**src/design/tpd_pkg.sv**
```systemverilog
package tpd_pkg;
    // ----------------------------------------
    // Register offsets
    // ----------------------------------------
    localparam logic [7:0] TPD_OFS_CFG = 8'h21;
    localparam logic [7:0] TPD_OFS_SRC = 8'h22;
    localparam logic [7:0] TPD_OFS_THX = 8'h23;
    localparam logic [7:0] TPD_OFS_THY = 8'h24;
    localparam logic [7:0] TPD_OFS_THZ = 8'h25;
    localparam logic [7:0] TPD_OFS_TML = 8'h26;
    localparam logic [7:0] TPD_OFS_LTC = 8'h27;
    localparam logic [7:0] TPD_OFS_WIN = 8'h28;
    // ----------------------------------------
    // Config field positions
    // ----------------------------------------
    localparam int TPD_CFG_ABORT = 7;
    localparam int TPD_CFG_LATCH = 6;
    // Single enables at 0,2,4; double at 1,3,5
    // ----------------------------------------
    // Source field positions
    // ----------------------------------------
    localparam int TPD_SRC_ANY = 7;
    localparam int TPD_SRC_AX = 4;
    localparam int TPD_SRC_DBL = 3;
    localparam int TPD_SRC_POL = 0;
    // ----------------------------------------
    // Reset values and scaling
    // ----------------------------------------
    localparam logic [7:0] TPD_RST_REG = 8'h00;
    localparam logic [7:0] TPD_RST_WIN = 8'hFF;
    localparam logic [7:0] TPD_THR_MASK = 8'h7F;
    localparam logic [7:0] TPD_MG_PER_LSB = 8'h3F; // 63 mg per count
    localparam logic [1:0] TPD_FS_2G = 2'h0;
    localparam logic [1:0] TPD_FS_4G = 2'h1;
    // ----------------------------------------
    // Detector states
    // ----------------------------------------
    typedef enum logic [2:0] {
        TPD_IDLE,
        TPD_FIRST,
        TPD_LATENCY,
        TPD_WINDOW,
        TPD_SECOND
    } tpd_state_t;
endpackage

```
**src/design/tpd_detector.sv**
```systemverilog
`timescale 1ns/1ns
// How it works
// - Abort bit 0: pulses seen during latency do not stop double detection.
// - Abort bit 1: pulse starting and ending inside latency aborts double detection.
// - Latch bit 1 holds flags until source read; 0 lets them follow events.
// - Per-axis single-pulse enable gates the single event flag.
// - Per-axis double-pulse enable gates the double event flag.
// - Summary active bit reads 1 once any enabled event has fired.
// - Per-axis flag set for each enabled axis that took part in the event.
// - Pulse-type bit reads 1 for a double event, 0 for single.
// - Per-axis polarity bit: 0 positive pulse, 1 negative pulse.
// - Thresholds are unsigned 7-bit counts of 63 mg.
// - Comparison scaled to 8 g whatever the data range setting.
// - Crossing an axis threshold starts the pulse procedure.
// - X and Y thresholds in bits 6..0, top bit reads zero.
// - Z threshold has the same format in its own register.
// - Time limit bounds how long a pulse may stay above threshold.
// - Latency after the first pulse ignores any new pulse start while the abort bit is 0.
module tpd_detector
    import tpd_pkg::*;
#(
    parameter int DATA_W = 14
) (
    input wire logic clk,
    input wire logic srst,
    input wire logic sample_valid,
    input wire logic signed [DATA_W-1:0] accel_x,
    input wire logic signed [DATA_W-1:0] accel_y,
    input wire logic signed [DATA_W-1:0] accel_z,
    input wire logic [1:0] accel_full_scale,
    input wire logic [7:0] reg_addr,
    input wire logic reg_wr,
    input wire logic [7:0] reg_wdata,
    input wire logic reg_rd,
    output logic [7:0] reg_rdata,
    output logic pulse_irq
);

    // ----------------------------------------
    // State
    // ----------------------------------------
    typedef struct packed {
        logic [7:0] cfg;
        logic [7:0] thx;
        logic [7:0] thy;
        logic [7:0] thz;
        logic [7:0] tml;
        logic [7:0] ltc;
        logic [7:0] win;
        logic [7:0] src;
        tpd_state_t st;
        logic [7:0] cnt;
        logic [2:0] ax;
        logic [2:0] pol;
        logic seen;
        logic [7:0] rdata;
        logic irq;
    } tpd_regs_t;

    tpd_regs_t r;
    tpd_regs_t next_r;

    logic [2:0] above;
    logic [2:0] neg;
    logic [2:0] sp_en;
    logic [2:0] dp_en;

    // Magnitude in mg at 8 g scale
    function automatic logic [DATA_W:0] tpd_mg(
        input logic signed [DATA_W-1:0] a,
        input logic [1:0] fs
    );
        logic [DATA_W:0] m;
        m = a[DATA_W-1] ? (DATA_W+1)'(-a) : (DATA_W+1)'(a);
        if (fs == TPD_FS_2G) begin
            m = m >> 2;
        end else if (fs == TPD_FS_4G) begin
            m = m >> 1;
        end
        return m;
    endfunction

    // Threshold in mg from 7-bit count
    function automatic logic [DATA_W:0] tpd_thr(input logic [7:0] t);
        // Widen both factors first so the product cannot wrap
        return (DATA_W+1)'(t[6:0]) * (DATA_W+1)'(TPD_MG_PER_LSB);
    endfunction

    // Per-axis compare and sign
    always_comb begin
        above[0] = tpd_mg(accel_x, accel_full_scale) > tpd_thr(r.thx);
        above[1] = tpd_mg(accel_y, accel_full_scale) > tpd_thr(r.thy);
        above[2] = tpd_mg(accel_z, accel_full_scale) > tpd_thr(r.thz);
        neg = {accel_z[DATA_W-1], accel_y[DATA_W-1], accel_x[DATA_W-1]};
        sp_en = {r.cfg[4], r.cfg[2], r.cfg[0]};
        dp_en = {r.cfg[5], r.cfg[3], r.cfg[1]};
    end

    // ----------------------------------------
    // Next-state logic
    // ----------------------------------------
    always_comb begin
        logic [2:0] hit;
        logic dbl;
        logic rd_src;
        hit = 3'h0;
        dbl = 1'b0;
        rd_src = reg_rd && reg_addr == TPD_OFS_SRC;
        next_r = r;

        // Register writes
        if (reg_wr) begin
            unique case (reg_addr)
                TPD_OFS_CFG: next_r.cfg = reg_wdata;
                TPD_OFS_THX: next_r.thx = reg_wdata & TPD_THR_MASK;
                TPD_OFS_THY: next_r.thy = reg_wdata & TPD_THR_MASK;
                TPD_OFS_THZ: next_r.thz = reg_wdata & TPD_THR_MASK;
                TPD_OFS_TML: next_r.tml = reg_wdata;
                TPD_OFS_LTC: next_r.ltc = reg_wdata;
                TPD_OFS_WIN: next_r.win = reg_wdata;
                default: ;
            endcase
        end

        // Register reads, answered next cycle
        if (reg_rd) begin
            unique case (reg_addr)
                TPD_OFS_CFG: next_r.rdata = r.cfg;
                TPD_OFS_SRC: next_r.rdata = r.src;
                TPD_OFS_THX: next_r.rdata = r.thx;
                TPD_OFS_THY: next_r.rdata = r.thy;
                TPD_OFS_THZ: next_r.rdata = r.thz;
                TPD_OFS_TML: next_r.rdata = r.tml;
                TPD_OFS_LTC: next_r.rdata = r.ltc;
                TPD_OFS_WIN: next_r.rdata = r.win;
                default: next_r.rdata = 8'h00;
            endcase
        end

        // Reading the source clears it
        if (rd_src) begin
            next_r.src = 8'h00;
        end

        // Detector advances once per data period
        if (sample_valid) begin
            // Unlatched flags last one data period
            if (!r.cfg[TPD_CFG_LATCH]) begin
                next_r.src = 8'h00;
            end
            unique case (r.st)
                TPD_IDLE: begin
                    if (|above) begin
                        next_r.st = TPD_FIRST;
                        next_r.cnt = 8'h00;
                        next_r.ax = above;
                        next_r.pol = neg;
                    end
                end
                TPD_FIRST: begin
                    if (|(above & r.ax)) begin
                        next_r.cnt = r.cnt + 8'h01;
                        if (r.cnt >= r.tml) begin
                            next_r.st = TPD_IDLE;
                        end
                    end else begin
                        hit = r.ax & sp_en;
                        next_r.cnt = 8'h00;
                        next_r.seen = 1'b0;
                        next_r.st = |(r.ax & dp_en) ? TPD_LATENCY : TPD_IDLE;
                    end
                end
                TPD_LATENCY: begin
                    // New starts are ignored here while the abort bit is clear
                    next_r.cnt = r.cnt + 8'h01;
                    if (|above) begin
                        next_r.seen = 1'b1;
                    end
                    if (r.cfg[TPD_CFG_ABORT] && r.seen && !(|above)) begin
                        next_r.st = TPD_IDLE;
                    end else if (r.cnt >= r.ltc) begin
                        next_r.st = TPD_WINDOW;
                        next_r.cnt = 8'h00;
                    end
                end
                TPD_WINDOW: begin
                    if (|(above & r.ax)) begin
                        next_r.st = TPD_SECOND;
                        next_r.cnt = 8'h00;
                        next_r.pol = neg;
                    end else begin
                        next_r.cnt = r.cnt + 8'h01;
                        if (r.cnt >= r.win) begin
                            next_r.st = TPD_IDLE;
                        end
                    end
                end
                TPD_SECOND: begin
                    if (|(above & r.ax)) begin
                        next_r.cnt = r.cnt + 8'h01;
                        if (r.cnt >= r.tml) begin
                            next_r.st = TPD_IDLE;
                        end
                    end else begin
                        hit = r.ax & dp_en;
                        dbl = 1'b1;
                        next_r.st = TPD_IDLE;
                    end
                end
            endcase
        end

        // Report an event; set wins over the read clear
        if (|hit) begin
            if (!(r.cfg[TPD_CFG_LATCH] && r.src[TPD_SRC_ANY] && !rd_src)) begin
                next_r.src[TPD_SRC_ANY] = 1'b1;
                next_r.src[TPD_SRC_AX +: 3] = hit;
                next_r.src[TPD_SRC_DBL] = dbl;
                next_r.src[TPD_SRC_POL +: 3] = r.pol & hit;
            end
        end

        next_r.irq = next_r.src[TPD_SRC_ANY];
    end

    // ----------------------------------------
    // Registers
    // ----------------------------------------
    always_ff @(posedge clk) begin
        if (srst) begin
            r <= '{cfg: TPD_RST_REG, thx: TPD_RST_REG, thy: TPD_RST_REG,
                   thz: TPD_RST_REG, tml: TPD_RST_REG, ltc: TPD_RST_REG,
                   win: TPD_RST_WIN, src: TPD_RST_REG, st: TPD_IDLE,
                   cnt: 8'h00, ax: 3'h0, pol: 3'h0, seen: 1'b0,
                   rdata: 8'h00, irq: 1'b0};
        end else begin
            r <= next_r;
        end
    end

    assign reg_rdata = r.rdata;
    assign pulse_irq = r.irq;

endmodule

```
**config.mk**
```make
export PLATFORM = sky130hd
export DESIGN_NAME = tpd_detector
export DESIGN_NICKNAME = d
export VERILOG_FILES = /design/src/design/tpd_pkg.sv /design/src/design/tpd_detector.sv
export SDC_FILE = /design/constraint.sdc
export NUM_CORES = 1
export LEC_CHECK = 0
export BUFFER_PORTS_ARGS = -buffer_cell sky130_fd_sc_hd__buf_2
export CAP_MARGIN = 20
export CORE_MARGIN = 4
export CORE_UTILIZATION = 45
export DETAILED_ROUTE_END_ITERATION = 12
export PLACE_DENSITY = 0.73
export SLEW_MARGIN = 10
export SYNTH_ARGS = -nofsm -noshare
export SYNTH_HDL_FRONTEND = slang
export SYNTH_SLANG_ARGS = --single-unit
```
**constraint.sdc**
```tcl
create_clock -name clk -period 9.4 [get_ports clk]
set_clock_uncertainty 0.1 [all_clocks]
set_input_delay 0.94 -clock clk [delete_from_list [all_inputs] [get_ports clk]]
set_output_delay 0.94 -clock clk [all_outputs]
set_load 0.03 [all_outputs]
```
=== Yosys cells after proc, flatten, opt, wreduce, memory -nomap -nowiden ===
Index checks and enable logic that the tools add are counted.

* Memories kept: 0
* Latch bits: 0
* Word-level logic and storage cells: 119
* Bits in registers: 88
* Memory bits (read-only): 0
* Bits in writable memories: 0

* Magnitude comparators: 6
* Add/subtract/negate cells: 4
* Muxes and demuxes: 40
* Bitwise gates (word level): 4
* Divide/modulo/power cells: 0
* Shift operators: 0
* Equality and inequality tests: 20
* Multiply operators: 3
* Reduce and logical (&&, ||, !) cells: 27

{| class="wikitable"
|+ Operator list
! kind !! number
|-
| $mux 15 || 9
|-
| $eq 8x6->1 const B || 8
|-
| $pmux 8 s8 || 1
|-
| $pmux 11 s5 || 1
|-
| $mux 8 || 6
|-
| $gt 15x13->1 || 3
|-
| $neg 14->15 || 3
|-
| $mul 7x6->13 const B || 3
|-
| $mux 11 || 3
|-
| $mux 3 || 9
|-
| $mux 26 || 1
|-
| $ge 8x8->1 || 3
|-
| $mux 17 || 1
|-
| $reduce_and 2->1 || 7
|-
| $and 3x3->3 || 4
|-
| $pmux 3 s2 || 2
|-
| $reduce_and 4->1 || 3
|-
| $reduce_or 3->1 || 4
|-
| $ne 2x2->1 const B || 5
|-
| $add 8x1->8 const B || 1
|-
| $eq 3x2->1 const B || 2
|-
| $ne 3x3->1 const B || 2
|-
| $reduce_and 3->1 || 2
|-
| $logic_and 1x1->1 || 5
|-
| 10 further kinds || 16
|}

=== Longest topological paths before layout ===
* Depth after elaboration: 13
* Gate-level depth with buffers: 28
* Depth with buffers taken out: 27

=== Worst setup path after synthesis ===
OpenSTA, ideal clock, no wires.

* Kind: register to register
* From: register r[80] in the netlist's numbering
* To: register r[30] in the netlist's numbering
* Clock period less this slack: 6.579 ns
* Stages on the path, launching flop included: 28
* Path slack: 2.821 ns
* Arrival time: 6.409 ns
* Required time: 9.230 ns
* Cell sequence: dfxtp_1 inv_1 fa_1 inv_1 fa_1 inv_1 fa_1 inv_1 ha_1 a21oi_1 o21bai_1 a21oi_1 o21bai_1 a21oi_1 o21bai_1 a21oi_1 xnor2_1 ha_1 a211oi_1 o21ai_0 nor4_1 o22ai_2 a22oi_2 nand2_1 or4b_2 clkbuf_1 or4_1 a21oi_1

* Cells in the longest elaborated chain, start to end: 9
* Elaborated cells between the ends (all ways): 14
* Classes of those cells: mul (1); order compare (1); mux (9); bitwise (1); reduce/logical (2)

{| class="wikitable"
|+ Ends and longest elaborated chain
! what !! line !! text
|-
| start, declared || tpd_detector.sv:60 || <nowiki>tpd_regs_t r;</nowiki>
|-
| start signal, assigned || tpd_detector.sv:231 || <nowiki>r <= '{cfg: TPD_RST_REG, thx: TPD_RST_REG, thy: TPD_RST_REG,</nowiki>
|-
| start signal, assigned || tpd_detector.sv:237 || <nowiki>r <= next_r;</nowiki>
|-
| $mul 7x6->13 (*) || tpd_detector.sv:86 || <nowiki>return (DATA_W+1)'(t[6:0]) * (DATA_W+1)'(TPD_MG_PER_LSB);</nowiki>
|-
| $gt 15x13->1 (*) || tpd_detector.sv:91 || <nowiki>above[0] = tpd_mg(accel_x, accel_full_scale) > tpd_thr(r.thx);</nowiki>
|-
| $and 3x3->3 (*) || tpd_detector.sv:161, tpd_detector.sv:199 ||
|-
| $reduce_or 3->1 (*) || tpd_detector.sv:161, tpd_detector.sv:199 ||
|-
| $mux 3, or another cell as far along || tpd_detector.sv:199 || <nowiki>if (|(above & r.ax)) begin</nowiki>
|-
| $pmux 3 s2 or $mux 1 (tied branches) || tpd_detector.sv:151 || <nowiki>unique case (r.st)</nowiki>
|-
| $mux 3 or $mux 1 (tied branches) || tpd_detector.sv:146 || <nowiki>if (sample_valid) begin</nowiki>
|-
| $reduce_or 3->1 or $mux 8 (tied branches) || tpd_detector.sv:214, tpd_detector.sv:215 ||
|-
| $mux 8 (*) || tpd_detector.sv:214 || <nowiki>if (|hit) begin</nowiki>
|}

Mark *: on every way between the ends. The rest lies on a longest branch, timed or not.
A chain may end at the register's enable or synchronous reset.

=== Worst setup path in the final report ===
* From: register r[71] in the netlist's numbering
* To: register r[30] in the netlist's numbering

* Cells in the longest elaborated chain, start to end: 9
* Elaborated cells between the ends (all ways): 14
* Classes of those cells: mul (1); order compare (1); mux (9); bitwise (1); reduce/logical (2)

{| class="wikitable"
|+ Ends and longest elaborated chain
! what !! line !! text
|-
| $mul 7x6->13 (*) || tpd_detector.sv:86 ||
|-
| $gt 15x13->1 (*) || tpd_detector.sv:92 || <nowiki>above[1] = tpd_mg(accel_y, accel_full_scale) > tpd_thr(r.thy);</nowiki>
|-
| $and 3x3->3 (*) || tpd_detector.sv:161, tpd_detector.sv:199 ||
|-
| $reduce_or 3->1 (*) || tpd_detector.sv:161, tpd_detector.sv:199 ||
|-
| $mux 3, or another cell as far along || tpd_detector.sv:199 ||
|-
| $pmux 3 s2 or $mux 1 (tied branches) || tpd_detector.sv:151 ||
|-
| $mux 3 or $mux 1 (tied branches) || tpd_detector.sv:146 ||
|-
| $reduce_or 3->1 or $mux 8 (tied branches) || tpd_detector.sv:214, tpd_detector.sv:215 ||
|-
| $mux 8 (*) || tpd_detector.sv:214 ||
|}

Marks and branches as above.

==> flow_metrics.tcl <==
set metrics [dict create \
    arrival_ns 7.60 \
    status "completed" \
    hold_class "reg -> reg" \
    wl_met2_mm 12.1 \
    totalPowerFinal_uw 949 \
    hold_violations 0 \
    drtPass1Iterations 6 \
    synthArstFlopShare_pct 0 \
    period_share_pct 79.0 \
    viasPerCell 5.76 \
    cp_max_fo 12 \
    met1Wirelength_mm 11.0 \
    yosysSeqAreaShare_pct 18.1 \
    critical_path.startpoint "r[71]" \
    antenna_found_initial 1 \
    r2r-start "r[71]" \
    grt_max_degree 93 \
    drv_slew 0 \
    yosysWarnings 0 \
    coreArea_mm2 0.0210 \
    ant_nets 0 \
    syn_to_final_growth_pct 8.82 \
    max_cap_violations 0 \
    grt_pass1_vias 8392 \
    synth.largest_area_cell "dfxtp_1" \
    ctsResizeCount 0 \
    path_clk_slew_ns 0.07 \
    tightest_slew_ns 0.926 \
    peakVddDrop_v 0.0000650 \
    rsz0062_at_grt "no" \
    post_synth_num_cell_types 68 \
    die_y_um 154 \
    grt_pass1_wl_mm 41.3 \
    io-pin-count 74 \
    final_net_count 1499 \
    p_seq_share_pct 39.8 \
    synth_edf_count 0 \
    combPwrFrac_pct 22.3 \
    ctsHoldBuffers 0 \
    antenna_cells 0 \
    ys_ff_latch 87 \
    die_w_um 154 \
    avgRoutedWirePerCell_um 16.5 \
    syn-cell-area_mm2 0.00963 \
    hp-start "r[27]" \
    routed_wl_mm 25.3 \
    p_sw_share_pct 30.6 \
    p_sw_uw 290 \
    h-tree-depth 3 \
    syn_area_per_cell_um2 7.88 \
    grt_usage_pct 20.9 \
    max_freq_ghz 0.135 \
    highest_layer "met4" \
    place_hpwl_mm 20.4 \
    cts_tree "yes" \
    power.density_mw_per_mm2 90.5 \
    max-slew-margin-rel_pct 37.4 \
    end_kind "flop" \
    ys.flop_type "dfxtp_1" \
    drt_iter0_markers 642 \
    intPower_uw 658 \
    portBuffers 73 \
    leakagePower_nw 4.67 \
    synth_fp_nets 1465 \
    setup_tns_ns 0 \
    met3_length_mm 1.76 \
    ctsRootBufferMaster "clkbuf_16" \
    post_cts_buffers 0 \
    syn_inst 1222 \
    cp.required_ns 9.58 \
    die-area_mm2 0.0238 \
    crit_slowest_cell "or4b_2" \
    cts_buffer_depth 2 \
    drc 0 \
    via_count 8840 \
    clock-sinks 87 \
    critPathMaxStageDelay_ns 0.84 \
    start_util_pct 45.8 \
    power.share.clock_pct 37.8 \
    grt-ovfl-total 0 \
    synth_top_area_share_pct 18.1 \
    fillers 2057 \
    synth.area.top_cells "dfxtp_1 18%, ha_1 17%, fa_1 10%" \
    cp-start-kind "flop" \
    drive_gt1_share_pct 10.2 \
    worstSetupPathType "reg -> reg" \
    finalSetupViolCount 0 \
    cts_buffers 9 \
    place.gp.congestion 0.954 \
    crit_top_cell "a21oi_1" \
    clk_latency_ns 0.35 \
    period_needed_ns 7.43 \
    fp-row-count 53 \
]
## stage by stage
step / area, um^2 / util, % / cells / setup WS [ns] / hold slack (ns)
finish: 10500 / 49.9 / 1536 / 1.97 / 0.375
global route: 10500 / 49.9 / 1536 / 1.36 / 0.405
CTS: 10500 / 49.7 / 1534 / 2.03 / 0.374
detailed placement: 10100 / 48.3 / 1518 / 2.04 / 0.361
global placement: 10100 / 48.3 / 1518 / 2.21 / 0.365
floorplan: 9630 / - / 1222 / 2.82 / 0.343
## routing by layer
metal / vias to the layer above / track usage (%)
met5: - / 0
li1: 4346 / -
met2: 244 / 35.2
met3: 29 / 4.11
met4: 0 / 5.13
met1: 4221 / 27.7
## worst max-delay path, delay by kind of cell (launching register included)
kind / cells / cell delay [ns]
AND/OR/NAND/NOR: 4 / 1.65
adder cells (fa/ha/maj): 5 / 2.16
XOR/XNOR: 1 / 0.15
AO/OA/AOI/OAI: 12 / 2.56
buffers and inverters: 4 / 0.32
flip-flops: 1 / 0.41
## sequential cells by signal, summed over array words and instances (netlist names)
signal     flops
dp_en          3
r             76
reg_rdata      8
## power by group through the flow
stage | sequential (mW) | combinational (mW) | clock [mW]
5_1_grt | 0.378 | 0.241 | 0.376
6_report | 0.378 | 0.212 | 0.359
4_1_cts | 0.378 | 0.210 | 0.364
3_3_place_gp | 0.386 | 0.203 | 0
3_5_place_dp | 0.386 | 0.209 | 0
2_1_floorplan | 0.384 | 0.151 | 0
## logic make-up after synthesis
kind of cell / after synthesis / share of synthesized area (%)
XOR/XNOR: 61 / 5.55
AO/OA/AOI/OAI: 316 / 21.0
adder cells (fa/ha/maj): 178 / 26.9
AND/OR/NAND/NOR: 356 / 17.8
multiplexers: 24 / 2.55
flip-flops: 87 / 18.1
buffers and inverters: 200 / 8.12
## path summary, 6_finish.rpt
kind                 to  slack (ns)  depth (start not counted)
setup / recovery  r[30]        1.97                         26
hold / removal    r[27]        0.37                          2
setup reg to reg  r[30]        1.97                         26
hold reg to reg   r[27]        0.37                          2
## synth_stat cells, drive strengths merged, types with 9 or more instances
master  number
nor2        70
o21bai      13
o21ai       29
nand4       11
a222oi      14
a22oi       14
xnor2       33
a21oi      148
o31ai       12
nor4         9
a21o        11
nand3       59
dfxtp       87
or2          9
fa          48
xor2        28
nand3b      13
nand2b      15
a31oi       11
ha         130
a211oi      12
buf         12
inv        143
mux2i       20
nand2      129
clkbuf      45
## area by class of cell
class | count | area [um^2] | area share, %
clock buffers | 12 | 267 | 2.54
clock inverters | 4 | 36.3 | 0.346
inverters | 143 | 537 | 5.12
multi-input cells | 935 | 7120 | 68.0
flip-flops and latches | 87 | 1740 | 16.6
well taps | 275 | 344 | 3.28
repair buffers | 80 | 430 | 4.11
## cell usage in the layout (no fill, tap or decap), types with 33 or more instances in the layout
cell     instances
xnor2_1         33
inv_1          142
fa_1            48
nand2_1        129
dfxtp_1         87
a21oi_1        148
ha_1           130
nand3_1         59
buf_2           73
nor2_1          70
Power figures use the tool's default switching activity.
